==> src/rtl/io_lines_pkg.sv <==
// Constants shared by the camera I/O line logic: register map, fields, resets, timing.
// Assumes a single 200 MHz system clock and a simple strobed register port.
package io_lines_pkg;

    // Register port geometry.
    localparam int ADDR_W = 8;
    localparam int DATA_W = 32;

    // Register byte offsets.
    localparam logic [7:0] CTRL_OFFSET = 8'h00;
    localparam logic [7:0] SOURCE_OFFSET = 8'h04;
    localparam logic [7:0] STATUS_OFFSET = 8'h08;

    // Control register field positions.
    localparam int TRIG_POL_BIT = 0;
    localparam int BIDIR_DIR_BIT = 1;
    localparam int BIDIR_IN_POL_BIT = 2;
    localparam int BIDIR_OUT_POL_BIT = 3;
    localparam int OUT_ONLY_POL_BIT = 4;
    localparam int USER_BIT_POS = 5;
    localparam int CTRL_W = 6;

    // Control reset: all polarities active low, bidirectional line set to output.
    localparam logic [5:0] CTRL_RESET = 6'h02;

    // Source register field positions.
    localparam int SEL_W = 3;
    localparam int BIDIR_SEL_LSB = 0;
    localparam int OUT_ONLY_SEL_LSB = 4;
    localparam logic [2:0] SEL_RESET = 3'h0;

    // Status register field positions.
    localparam int ST_TRIG_BIT = 0;
    localparam int ST_BIDIR_IN_BIT = 1;
    localparam int ST_BIDIR_VALID_BIT = 2;
    localparam int ST_OUT_ONLY_BIT = 3;
    localparam int ST_BIDIR_OUT_BIT = 4;
    localparam int ST_BIDIR_OE_BIT = 5;

    // Direction encodings of the line direction select field.
    localparam logic DIR_INPUT = 1'b0;
    localparam logic DIR_OUTPUT = 1'b1;

    // Output source selector codes.
    typedef enum logic [2:0] {
        SRC_OFF,
        SRC_USER_BIT,
        SRC_TIMER_ZERO,
        SRC_ACQUISITION,
        SRC_TRIGGER_PENDING,
        SRC_FRAME,
        SRC_SENDING,
        SRC_EXPOSURE
    } line_source_t;

    // Least pulse width the far side must hold on an input line.
    localparam int CLK_MHZ = 200;
    localparam int MIN_PULSE_US = 50;
    localparam int MIN_PULSE_CYCLES = MIN_PULSE_US * CLK_MHZ;

    // Edges from a pin change to the polarity-adjusted flop.
    localparam int SYNC_LATENCY = 3;

endpackage

==> src/rtl/line_sync_if.sv <==
// Carrier between the top and one input-line conditioner.
// Assumes both ends run on clk_sys.
`timescale 1ns/1ps
interface line_sync_if;
    logic raw;
    logic active_high;
    logic active;

    modport conditioner (input raw, input active_high, output active);
    modport user (output raw, output active_high, input active);
endinterface

==> src/rtl/io_lines.sv <==
// Top of the camera I/O line logic: trigger input, output-only line, bidirectional line, registers.
// Assumes the register master keeps the strobe protocol and the status sources are synchronous.
// Behaviour
// - trigger input has selectable active level, low active after reset.
// - bidirectional line direction is selectable, output after reset.
// - bidirectional line as input has selectable active level, low after reset.
// - bidirectional output value comes from an eight-way source selector.
// - with source off the bidirectional line is accepted as input in any direction.
// - output-only line drives a selected source with selectable level, low after reset.
`timescale 1ns/1ps
module io_lines #(
    parameter int MIN_PULSE_CYCLES = io_lines_pkg::MIN_PULSE_CYCLES
) (
    input wire logic clk_sys,
    input wire logic resetn,
    input wire logic [io_lines_pkg::ADDR_W-1:0] reg_addr,
    input wire logic [io_lines_pkg::DATA_W-1:0] reg_wdata,
    input wire logic reg_write,
    input wire logic reg_read,
    output logic [io_lines_pkg::DATA_W-1:0] reg_rdata,
    input wire logic trigger_in_line,
    output logic trigger_active,
    input wire logic bidir_line_i,
    output logic bidir_line_o,
    output logic bidir_line_oe,
    output logic bidir_in_active,
    output logic bidir_in_valid,
    output logic out_only_line,
    input wire logic timer_zero_running,
    input wire logic acquisition_running,
    input wire logic frame_trigger_pending,
    input wire logic frame_in_progress,
    input wire logic frame_sending,
    input wire logic exposure_running
);
    import io_lines_pkg::*;

    logic [CTRL_W-1:0] ctrl_reg;
    logic [SEL_W-1:0] bidir_sel_reg;
    logic [SEL_W-1:0] out_sel_reg;
    logic [DATA_W-1:0] rdata_reg;
    logic bidir_o_reg;
    logic bidir_oe_reg;
    logic bidir_valid_reg;
    logic out_only_reg;
    logic warm_reg;
    logic [DATA_W-1:0] rdata_next;
    logic [7:0] source_vec;
    logic bidir_level;
    logic out_level;
    logic bidir_off;
    logic bidir_drive;
    logic write_ctrl;
    logic write_source;
    logic [DATA_W-1:0] ctrl_word;
    logic [DATA_W-1:0] source_word;
    logic [DATA_W-1:0] status_word;

    line_sync_if sync_lines[2] ();

    // trigger input and bidirectional pin pass one conditioner each
    genvar gi;
    generate
        for (gi = 0; gi < 2; gi++) begin : g_input
            line_sync u_sync (
                .clk_sys(clk_sys),
                .resetn(resetn),
                .lines(sync_lines[gi])
            );
        end
    endgenerate

    // trigger line with its own active level
    assign sync_lines[0].raw = trigger_in_line;
    assign sync_lines[0].active_high = ctrl_reg[TRIG_POL_BIT];
    // bidirectional line with its own active level
    assign sync_lines[1].raw = bidir_line_i;
    assign sync_lines[1].active_high = ctrl_reg[BIDIR_IN_POL_BIT];

    // Register decode.
    assign write_ctrl = reg_write && (reg_addr == CTRL_OFFSET);
    assign write_source = reg_write && (reg_addr == SOURCE_OFFSET);

    // control register, trigger polarity resets to active low
    always_ff @(posedge clk_sys or negedge resetn) begin
        if (!resetn) begin
            ctrl_reg <= CTRL_RESET;
        end else if (write_ctrl) begin
            ctrl_reg <= reg_wdata[CTRL_W-1:0];
        end
    end

    always_ff @(posedge clk_sys or negedge resetn) begin
        if (!resetn) begin
            bidir_sel_reg <= SEL_RESET;
            out_sel_reg <= SEL_RESET;
        end else if (write_source) begin
            bidir_sel_reg <= reg_wdata[BIDIR_SEL_LSB +: SEL_W];
            out_sel_reg <= reg_wdata[OUT_ONLY_SEL_LSB +: SEL_W];
        end
    end

    // eight selectable levels indexed by selector code: off, user bit and six status sources
    assign source_vec = {exposure_running, frame_sending, frame_in_progress, frame_trigger_pending,
                         acquisition_running, timer_zero_running, ctrl_reg[USER_BIT_POS], 1'b0};
    assign bidir_level = source_vec[bidir_sel_reg];
    assign out_level = source_vec[out_sel_reg];

    // source off releases the pin so its level is a valid input
    assign bidir_off = (bidir_sel_reg == SRC_OFF);
    // drive only in output direction with a live source
    assign bidir_drive = (ctrl_reg[BIDIR_DIR_BIT] == DIR_OUTPUT) && !bidir_off;

    always_ff @(posedge clk_sys or negedge resetn) begin
        if (!resetn) begin
            bidir_o_reg <= 1'b0;
            bidir_oe_reg <= 1'b0;
            bidir_valid_reg <= 1'b0;
        end else begin
            bidir_o_reg <= ~(bidir_level ^ ctrl_reg[BIDIR_OUT_POL_BIT]);
            bidir_oe_reg <= bidir_drive;
            bidir_valid_reg <= !bidir_drive;
        end
    end

    // output-only line with its own polarity
    always_ff @(posedge clk_sys or negedge resetn) begin
        if (!resetn) begin
            out_only_reg <= 1'b1;
        end else begin
            out_only_reg <= ~(out_level ^ ctrl_reg[OUT_ONLY_POL_BIT]);
        end
    end

    // Read multiplexer; unmapped addresses read as zero.
    assign ctrl_word = {{(DATA_W-CTRL_W){1'b0}}, ctrl_reg};
    assign source_word = {{(DATA_W-7){1'b0}}, out_sel_reg, 1'b0, bidir_sel_reg};
    assign status_word = {{(DATA_W-6){1'b0}}, bidir_oe_reg, bidir_o_reg, out_only_reg,
                          bidir_valid_reg, sync_lines[1].active, sync_lines[0].active};
    assign rdata_next = !reg_read ? '0 :
                        (reg_addr == CTRL_OFFSET) ? ctrl_word :
                        (reg_addr == SOURCE_OFFSET) ? source_word :
                        (reg_addr == STATUS_OFFSET) ? status_word : '0;

    // Read data stand for the one cycle after the read strobe.
    always_ff @(posedge clk_sys or negedge resetn) begin
        if (!resetn) begin
            rdata_reg <= '0;
        end else begin
            rdata_reg <= rdata_next;
        end
    end

    // Marks the first edge after reset so past values are meaningful.
    always_ff @(posedge clk_sys or negedge resetn) begin
        if (!resetn) begin
            warm_reg <= 1'b0;
        end else begin
            warm_reg <= 1'b1;
        end
    end

    // Output connections, each straight from a flop.
    assign reg_rdata = rdata_reg;
    assign trigger_active = sync_lines[0].active;
    assign bidir_in_active = sync_lines[1].active;
    assign bidir_line_o = bidir_o_reg;
    assign bidir_line_oe = bidir_oe_reg;
    assign bidir_in_valid = bidir_valid_reg;
    assign out_only_line = out_only_reg;

    a_trig_default: assert property (@(posedge clk_sys) disable iff (!resetn)
        $rose(resetn) |-> (ctrl_reg[TRIG_POL_BIT] == 1'b0))
        else $error("Trigger line does not come out of reset active low.");

    a_dir_default: assert property (@(posedge clk_sys) disable iff (!resetn)
        $rose(resetn) |-> (ctrl_reg[BIDIR_DIR_BIT] == DIR_OUTPUT))
        else $error("Bidirectional line does not come out of reset as output.");

    a_pol_defaults: assert property (@(posedge clk_sys) disable iff (!resetn)
        $rose(resetn) |-> !ctrl_reg[OUT_ONLY_POL_BIT] && !ctrl_reg[BIDIR_IN_POL_BIT] && !ctrl_reg[BIDIR_OUT_POL_BIT])
        else $error("Line polarities do not come out of reset active low.");

    a_dir_input_release: assert property (@(posedge clk_sys) disable iff (!resetn)
        write_ctrl && (reg_wdata[BIDIR_DIR_BIT] == DIR_INPUT) |=> ##1 !bidir_line_oe && bidir_in_valid)
        else $error("Input direction did not release the bidirectional pin.");

    a_off_input_valid: assert property (@(posedge clk_sys) disable iff (!resetn)
        write_source && (reg_wdata[BIDIR_SEL_LSB +: SEL_W] == SRC_OFF) |=> ##1 bidir_in_valid && !bidir_line_oe)
        else $error("Source off did not make the bidirectional input valid.");

    a_bidir_drive: assert property (@(posedge clk_sys) disable iff (!resetn)
        warm_reg && $past(bidir_drive) |-> bidir_line_oe &&
        (bidir_line_o == ~($past(source_vec[bidir_sel_reg]) ^ $past(ctrl_reg[BIDIR_OUT_POL_BIT]))))
        else $error("Bidirectional pin does not drive the selected source.");

    a_out_only_drive: assert property (@(posedge clk_sys) disable iff (!resetn)
        warm_reg |-> (out_only_line == ~($past(source_vec[out_sel_reg]) ^ $past(ctrl_reg[OUT_ONLY_POL_BIT]))))
        else $error("Output-only line does not drive the selected source.");

    a_user_bit_out: assert property (@(posedge clk_sys) disable iff (!resetn)
        (out_sel_reg == SRC_USER_BIT) && $stable(out_sel_reg) && $changed(ctrl_reg[USER_BIT_POS])
        && $stable(ctrl_reg[OUT_ONLY_POL_BIT]) |=> $changed(out_only_line))
        else $error("Output-only line did not follow the software user bit.");

endmodule // io_lines

==> src/rtl/line_sync.sv <==
// One input-line conditioner: two-stage synchroniser followed by polarity adjustment.
// Assumes the pin level is asynchronous and the polarity bit is synchronous to clk_sys.
`timescale 1ns/1ps
module line_sync (
    input wire logic clk_sys,
    input wire logic resetn,
    line_sync_if.conditioner lines
);
    import io_lines_pkg::*;

    logic meta_reg;
    logic stable_reg;
    logic active_reg;
    logic [1:0] warm_reg;

    always_ff @(posedge clk_sys or negedge resetn) begin
        if (!resetn) begin
            meta_reg <= 1'b0;
            stable_reg <= 1'b0;
        end else begin
            meta_reg <= lines.raw;
            stable_reg <= meta_reg;
        end
    end

    always_ff @(posedge clk_sys or negedge resetn) begin
        if (!resetn) begin
            active_reg <= 1'b0;
        end else begin
            active_reg <= ~(stable_reg ^ lines.active_high);
        end
    end

    assign lines.active = active_reg;

    // Counts the edges after reset until the pipeline holds real samples.
    always_ff @(posedge clk_sys or negedge resetn) begin
        if (!resetn) begin
            warm_reg <= 2'h0;
        end else if (warm_reg != 2'h3) begin
            warm_reg <= warm_reg + 2'h1;
        end
    end

    a_sync_latency: assert property (@(posedge clk_sys) disable iff (!resetn)
        (warm_reg == 2'h3) |-> (active_reg == ~($past(lines.raw, 3) ^ $past(lines.active_high))))
        else $error("Conditioned line does not follow the pin after three edges.");

    a_polarity_flip: assert property (@(posedge clk_sys) disable iff (!resetn)
        (warm_reg == 2'h3) && $stable(stable_reg) && $changed(lines.active_high) |=> $changed(active_reg))
        else $error("Changing the active level did not invert the conditioned line.");

endmodule // line_sync

==> config.mk <==
export PLATFORM = sky130hd
export DESIGN_NAME = io_lines
export DESIGN_NICKNAME = d
export VERILOG_FILES = /design/src/rtl/io_lines_pkg.sv /design/src/rtl/line_sync_if.sv /design/src/rtl/io_lines.sv /design/src/rtl/line_sync.sv
export SDC_FILE = /design/constraint.sdc
export NUM_CORES = 1
export LEC_CHECK = 0
export BUFFER_PORTS_ARGS = -buffer_cell sky130_fd_sc_hd__buf_2
export CORE_MARGIN = 2
export CORE_UTILIZATION = 42
export CTS_CLUSTER_DIAMETER = 50
export CTS_CLUSTER_SIZE = 40
export DETAILED_ROUTE_END_ITERATION = 12
export PLACE_DENSITY = 0.79
export SLEW_MARGIN = 20
export SYNTH_ARGS = -nofsm -noshare
export SYNTH_HDL_FRONTEND = slang
export SYNTH_SLANG_ARGS = --single-unit
==> constraint.sdc <==
create_clock -name clk_sys -period 1.7 [get_ports clk_sys]
set_clock_uncertainty 0.05 [all_clocks]
set_input_delay 0 -clock clk_sys [delete_from_list [all_inputs] [get_ports clk_sys]]
set_output_delay 0 -clock clk_sys [all_outputs]
set_load 0.005 [all_outputs]
==> After elaboration in Yosys (flattened, before gate mapping) <==
Cells that the tools add are included.
{ "word_totals": {"regBits": 54, "out_inout_bits": 38} }
{ "classes": {"magnitude_cmp": 2, "eq_ne": 2, "muxes": 8, "n_bitwise": 8, "reduce_logical": 7} }
{ "ops": {"columns": ["cell", "n"], "rows": [
  ["7-bit two-way mux", 3],
  ["8-bit by 3-bit equality test with 1-bit output, second input constant", 1],
  ["8-bit by 4-bit equality test with 1-bit output, second input constant", 1],
  ["8-bit zero test", 1],
  ["3-bit by 4-bit less-than comparator with 1-bit output, second input constant", 2],
  ["1-bit binary-select mux with 3-bit select", 2],
  ["6-bit two-way mux", 1],
  ["1-bit inverter", 4],
  ["1-bit XOR", 4],
  ["1-bit logical AND", 3],
  ["3-bit zero test", 1],
  ["1-bit zero test", 2],
  ["1-bit two-way mux", 2]
]} }

==> Logic depth before layout (Yosys ltp) <==
Gate-level depths: netlist of run 1.
{ "logic_depth": {"ltp_word": 5, "mapped_depth": 5, "ltp_nobuf": 4} }

==> Modules after synthesis <==
From an unflattened synthesis of run 1, not the netlist that was laid out.
{ "hier_totals": {"hier_cells": 119, "area_unflattened_um2": 1442.6} }
{ "by_module_without_submodules": {"columns": ["mod", "n_inst", "cells_each", "area_each_um2", "seq_area_each_um2"], "rows": [
  ["io_lines", 1, 111, 1275.0, 578.1],
  ["line_sync", 2, 4, 83.8, 75.1]
]} }

==> Worst setup path before layout of run 1 <==
Ideal clock, no wire load.
{ "synth_timing": {"path_type": "input -> register", "from": "in reg_addr[5] in the netlist's numbering", "to": "reg out_sel_reg[0]", "setup_time_ns": 0.128, "arrival_ns": 1.209, "t_required_ns": 1.522, "setup_slack_ns": 0.314, "path_stages": 4, "path_cell_list": "or4_4 nor3_4 nand3_4 mux2_1"} }
{ "synth_via": {"elab_chain_len": 2} }
{ "synth_rtl": {"columns": ["item", "line", "source"], "rows": [
  ["start, declared", "io_lines.sv:16", "input wire logic [io_lines_pkg::ADDR_W-1:0] reg_addr,"],
  ["8-bit by 3-bit equality test with 1-bit output", "io_lines.sv:82", "assign write_source = reg_write && (reg_addr == SOURCE_OFFSET);"],
  ["1-bit logical AND", "io_lines.sv:82", null],
  ["end signal, assigned", "io_lines.sv:99", "out_sel_reg <= reg_wdata[OUT_ONLY_SEL_LSB +: SEL_W];"],
  ["end, declared", "io_lines.sv:40", "logic [SEL_W-1:0] out_sel_reg;"]
]} }
No other way between the ends.
A chain may end at the register's enable or synchronous reset.

==> Final worst setup path of run 1 <==
{ "layout_timing": {"from": "in reg_addr[5] in the netlist's numbering", "to": "reg rdata_reg[3], in the netlist reg_rdata[3]"} }
{ "layout_via": {"elab_chain_len": 5, "elab_cells_between_ends": 7, "cone_classes": "eq/ne: 2; mux: 4; reduce/logical: 1"} }
{ "layout_rtl": {"columns": ["item", "line", "source"], "rows": [
  ["8-bit by 4-bit equality test with 1-bit output", "io_lines.sv:143", "(reg_addr == STATUS_OFFSET) ? status_word : '0;"],
  ["6-bit two-way mux", "io_lines.sv:143", null],
  ["7-bit two-way mux", "io_lines.sv:142", "(reg_addr == SOURCE_OFFSET) ? source_word :"],
  ["7-bit two-way mux (*)", "io_lines.sv:141", "(reg_addr == CTRL_OFFSET) ? ctrl_word :"],
  ["7-bit two-way mux (*)", "io_lines.sv:140", "assign rdata_next = !reg_read ? '0 :"],
  ["via rdata_next[3]", "io_lines.sv:47", "logic [DATA_W-1:0] rdata_next;"],
  ["end signal, assigned", "io_lines.sv:150", "rdata_reg <= rdata_next;"],
  ["end, declared", "io_lines.sv:41", "logic [DATA_W-1:0] rdata_reg;"]
]} }
The timed path passes the listed nets; every way through them passes the cells marked *.

==> results of run 1 <==
[synth_stat cells]
cell type   n
dfrtp_1    27
buf_4      25
nor2_1     12
mux2_2     11
mux2i_1     9
a21oi_1     6
nand2_1     4
clkbuf_1    3
xnor2_1     3
dfstp_2     2
mux2_1      2
mux4_2      2
nand3_4     2
nor2b_1     2
and3b_1     1
conb_1      1
inv_1       1
nor3_1      1
nor3_4      1
o21ai_0     1
o31ai_1     1
or4_4       1
xor2_1      1
[timing repair]
action / in CTS / in global routing
setup buffers: 0 / 0
setup endpoints to repair: 0 / 1
resized for setup: 0 / 2
endpoints found under the hold margin: 48 / 0
hold buffers: 13 / 0
[worst max-delay path by stage]
stage,start,end,slack (ps),cells after the start
detailed placement,reg_addr[5],out_sel_reg[0],130,5
floorplan,reg_addr[5],out_sel_reg[0],310,4
global route,reg_addr[5],reg_rdata[3],-10,6
finish,reg_addr[5],reg_rdata[3],80,6
CTS,reg_addr[5],reg_rdata[3],90,6
global placement,reg_addr[5],out_sel_reg[1],150,5
[area by class of cell]
cell class	count	area (sq um)	share of cell area
Inverter	1	3.75	0.00211
Tap cell	46	57.6	0.0324
Clock inverter	2	10.0	0.00564
Timing Repair Buffer	52	325	0.183
Clock buffer	6	41.3	0.0233
Multi-Input combinational cell	85	609	0.343
Sequential cell	29	728	0.410
[cell families (layout without fill, tap and decap cells)]
logic type | Yosys count | count (layout)
buffers and inverters | 29 | 61
muxes | 24 | 24
AOI/OAI and AO/OA | 8 | 8
other | 1 | 25
xor gates and xnor gates | 4 | 4
DFF | 29 | 29
and+or+nand+nor | 24 | 24
[cell usage in the layout (no fill, tap or decap)]
| cell type | count |
|---|---|
| xor2_1 | 1 |
| dfstp_2 | 2 |
| mux4_2 | 2 |
| mux2_2 | 11 |
| nor3_2 | 1 |
| conb_1 | 25 |
| clkbuf_1 | 1 |
| clkinv_2 | 2 |
| nor2b_1 | 2 |
| nand2_1 | 3 |
| nor2_1 | 12 |
| inv_1 | 1 |
| buf_2 | 39 |
| and3b_1 | 1 |
| o21ai_0 | 1 |
| mux2i_1 | 9 |
| nand2_2 | 1 |
| a21oi_1 | 6 |
| clkbuf_4 | 5 |
| or4_4 | 1 |
| nand3_4 | 2 |
| dlygate4sd3_1 | 13 |
| o31ai_1 | 1 |
| xnor2_1 | 3 |
| mux2_1 | 2 |
| nor3_4 | 1 |
| dfrtp_1 | 27 |
[per-stage QoR]
step	setup slack (ps)	hold WS (ps)
after floorplan	314	-346
after global placement	146	-7.78
after global routing	-11.3	30.2
after detailed placement	133	3.20
final	75.5	-2.89
after CTS	85.0	28.8
[power by group through the flow]
stage / logic (uW) / clock network, uW / registers, uW
4_1_cts: 161 / 404 / 744
5_1_grt: 180 / 442 / 749
3_5_place_dp: 139 / 0 / 758
2_1_floorplan: 117 / 0 / 751
3_3_place_gp: 136 / 0 / 756
6_report: 161 / 394 / 744
[worst reg2reg max path: stages (launching register included)]
cell     delay [ps]
dfrtp_1         470
mux4_2          530
nand2_1          80
o21ai_0         100
xnor2_1         140
[per-layer routing]
layer / vias up / routed length (um) / track usage
li1: 456 / - / -
met1: 433 / 1030 / 0.159
met2: 52 / 1190 / 0.233
met3: 7 / 223 / 0.0523
met4: 0 / 50 / 0.0750
met5: - / 0 / 0
==> run metrics, run 1 <==
Mapped Cells 119; # H-tree levels 2; ANT nets after route 0; Crit Path Category primary input to flop; switching portion of total power 0.259; fill cell count 308; post-synthesis cell type with the largest combined area dfrtp_1; clock slew at reported path FFs 90 ps; max reg flops 7; Worst R2R Setup Slack 230 ps; DR DRC count 0; Slew @ Worst Pin 631 ps; Adder-Cell Fraction of Synth Area 0; crit path max fanout 7; outcome complete, but fails checks; final core utilization 0.536; clk sinks 29; via count of the first global-routing pass 945; failing checks negative hold slack; Worst EP required 1920 ps; FP Rows 21; final wirelength 2490 um; clk buf depth 2; DR vias/cell 4.29; hold depth 4; core footprint 0.00331 sq mm; Post-Place Cells 200; CP max stage delay 570 ps; Die Height 62.6 um; Hold Slack -2.89 ps; Post-Synth Simple-Gate Area 0.103; FF-to-FF path depth 4; routed length per placed instance 11.3 um; CP arrival 1840 ps; Root Buffer clkbuf_4; DR iter-0 viols 13; nets@finish 226; Slew HR 0.579; reg2reg start bidir_sel_reg[0]; Compound-Gate Fraction of Synth Area 0.0295; Hold Path End reg_rdata[6]; Tot Pwr 1300 uW; Layout Cells excl Fill 221; max-cap violation count 0; Starting Density 0.436; Synth Cell Area 0.00144 sq mm; final RePlAce weighted congestion 0.774; design area 0.00178 sq mm; Synth Warn # 0; crit path max-delay cell type dlygate4sd3_1; dpl cell area 0.00159 sq mm; Synth top area share 0.468; CP Buf/Inv Count 2; GRT Util Overall 0.141; synthesized area per cell 12.1 sq um; Worst R2R End bidir_line_o; DR vias 948; Die Width 62.6 um; min-delay src reg_addr[0]; largest cells by area after synthesis dfrtp_1, buf_4, mux2_2; Final TNS setup 0 ps; max-slew violations 0; Antenna Cells 0; pwr dens 732 mW/mm^2; leakage power total 0.000896 uW; Tightest Hold Check Type primary input to flop; fin crit share 0.956; Fin. Hold Viols 4; Clk Latency, worst-skew pair 320 ps; critical path capture point type flop; Seq/Total Area, Yosys 0.505; NetSw 337 uW; Seq pwr share 0.573; final setup violation count 0; XOR/XNOR share of the synthesized area 0.0243; Num CTS Buffers 5; Port Buf Inserts 39; initial antenna violation count 0; CP Cell Sequence buf_2, or4_4, nor3_4, nand2_2, nor3_2, dlygate4sd3_1; main combinational cell family by area after synthesis multiplexers; Pint 962 uW; Clock power frac 0.303; share of layout cells above drive strength 1 0.383; die area 0.00392 sq mm; I/O Pins 90; grt total ovfl 0; multiplexer share of the synthesized area 0.195; flops & latches, synth 29; delay-heaviest family, CP simple AND/OR/NAND/NOR gates; Pre-antenna DRT Iters 3; largest net degree at the start of global routing 30; crit path launch type primary input; Max Fclk 616 MHz; logic gate share of total power 0.124; first-pass GRT wire length 4230 um; Synth cell types 23; Synth-to-Final Area Change 23.1%; CTS tree built; post-route minimum period 1620 ps; maximum vdd drop 0.537 mV
No activity file was read; power rests on OpenSTA's default activity.
==> run 2, diff against run 1 <==
- ABC_AREA: not set -> 1
- CORE_UTILIZATION: 42 -> 44
- PLACE_DENSITY: 0.79 -> 0.8
==> run 2 against run 1 <==
Compared with the run above:
- critical endpoint is now reg_rdata[0]
- largest power group unchanged
- the flow now finishes without violations
- synthesized area up 9.7%
- design area increased by 12%
- flip-flop and latch count stayed put
- maximum frequency decreased by 1.8%
- global-route usage is 2.8 points higher
- non-clock buffer count increased by 7
- first-iteration DRC count grew to 6.5 times the previous value
- core utilization increased by 5.2 points
- clock-buffer cell count rose by 2
- via count grew 42%
- clock power up 9.9%
==> run metrics, run 2 <==
crit path launch type primary input; final wirelength 3270 um; multiplexer share of the synthesized area 0; DR vias 1,342; switching portion of total power 0.262; final setup violation count 0; Crit Path Category primary input to flop; via count of the first global-routing pass 1,197; outcome complete, no violations; Hold Slack 40.6 ps; RSZ-0062 raised after global routing no; Worst EP required 1930 ps; share of layout cells above drive strength 1 0.245; I/O Pins 90; initial antenna violation count 0; Seq pwr share 0.548; flops & latches, synth 29; Max Fclk 604 MHz; CP arrival 1880 ps; grt total ovfl 0; leakage power total 0.00105 uW; main combinational cell family by area after synthesis simple AND/OR/NAND/NOR gates; post-DP HPWL 2300 um; Fin. Hold Viols 0; Compound-Gate Fraction of Synth Area 0.0775; Die Width 64.0 um; maximum vdd drop 0.420 mV; CTS tree built; synthesized area per cell 8.12 sq um; Worst R2R Setup Slack 220 ps; fin crit share 0.973; Die Height 64.0 um; FP Rows 21; largest net degree at the start of global routing 30; max-slew violations 0; Mapped Cells 195; Synth Cell Area 0.00158 sq mm; async set-reset flop share out of synthesis 1.00; clk buf depth 2; Synth top area share 0.427; Clock power frac 0.318; pre-CTS setup slack 528 ps; commonest cells in the netlist nand2_1, dfrtp_1, inv_1, buf_4, nand3_1; Post-Synth Simple-Gate Area 0.262; logic gate share of total power 0.134; Root Buffer clkbuf_4; Port Buf Inserts 39; Clk Latency, worst-skew pair 330 ps; Num CTS Buffers 5; crit path max fanout 6; Slew @ Worst Pin 621 ps; nets@finish 312; Synth cell types 23; # H-tree levels 2; Most used DFF post-synth dfrtp_1; most common cell after layout, fill and taps aside nand2_1; Pint 1010 uW; NetSw 358 uW; DR DRC count 0; EDFF count, synth 0; final setup margin 45.1 ps; Adder-Cell Fraction of Synth Area 0; Synth-to-Final Area Change 26.0%; XOR/XNOR share of the synthesized area 0.0111; Antenna Cells 0; Starting Density 0.467; first-pass GRT wire length 5200 um; Pre-antenna DRT Iters 4; clock slew at reported path FFs 90 ps; Tot Pwr 1360 uW; clk sinks 29; critical path capture point type flop; max reg flops 7; core footprint 0.00339 sq mm; final RePlAce weighted congestion 0.857; most frequent cell after synthesis nand2_1; largest cells by area after synthesis dfrtp_1, nand2_1, buf_4; Slew HR 0.586; GRT Util Overall 0.169; max-cap violation count 0; Tightest Hold Check Type primary input to flop; post-route minimum period 1650 ps; routed length per placed instance 10.6 um; Final TNS setup 0 ps; post-synthesis cell type with the largest combined area dfrtp_1; Seq/Total Area, Yosys 0.460; commonest non-fill, non-tap cells in the layout nand2_1, buf_2, dfrtp_1; DR vias/cell 4.37; pwr dens 684 mW/mm^2; Synth Warn # 0; die area 0.00409 sq mm; DR iter-0 viols 85; ANT nets after route 0; fill cell count 314
[run 2: area by class of cell]
type,instances,area (sq um),area share
Clock buffer,8,58.8,0.0295
Inverter,29,109,0.0546
Multi-Input combinational cell,136,653,0.327
Sequential cell,29,728,0.365
Tap cell,46,57.6,0.0289
Timing Repair Buffer,59,388,0.194
[run 2: per-stage QoR]
stage	area (sq um)	std cells	util
CTS	1970	304	0.580
finish	1990	307	0.588
global route	1990	307	0.588
global placement	1740	279	0.513
detailed placement	1740	279	0.513
floorplan	1670	219	-
[run 2: metal layers]
metal | wire (um) | GRT usage | vias up
li1 | - | - | 687
met4 | 82 | 0.0870 | 0
met3 | 240 | 0.0599 | 8
met1 | 1320 | 0.192 | 601
met2 | 1630 | 0.279 | 46
met5 | 0 | 0 | -
[run 2: path summary, 6_finish.rpt]
kind,from,end,cells after the start
hold / removal,frame_trigger_pending,bidir_line_o,5
hold reg to reg,g_input[1].u_sync.meta_reg,g_input[1].u_sync.stable_reg,0
max in group asynchronous,resetn,reg_rdata[5],2
setup / recovery,reg_addr[0],reg_rdata[0],8
setup reg to reg,bidir_sel_reg[0],reg_rdata[0],3
min in group asynchronous,resetn,reg_rdata[3],2
[run 2: timing repair]
| item | CTS | global route |
|---|---|---|
| setup endpoints to repair | 0 | 1 |
| setup buffers | 0 | 3 |
| hold buffers | 17 | 0 |
| gates resized for setup | 0 | 1 |
| endpoints found under the hold margin | 48 | 0 |
[run 2: power by group through the flow]
stage / Clock [uW] / Sequential, uW / Combinational, uW
2_1_floorplan: 0 / 753 / 122
3_3_place_gp: 0 / 760 / 149
3_5_place_dp: 0 / 760 / 153
4_1_cts: 447 / 747 / 181
5_1_grt: 481 / 752 / 208
6_report: 433 / 747 / 183
[run 2: kinds of logic after synthesis]
logic type,Yosys count
AOI/OAI and AO/OA,19
DFF,29
and+or+nand+nor,90
xor gates and xnor gates,2
other,1
buffers and inverters,54
[run 2: critical path, stage by stage]
cell	delay [ps]
dlygate4sd3_1	530
buf_2	130
nor2_4	130
inv_1	120
nor2_4	160
o211ai_1	110
a21oi_1	140
dlygate4sd3_1	550
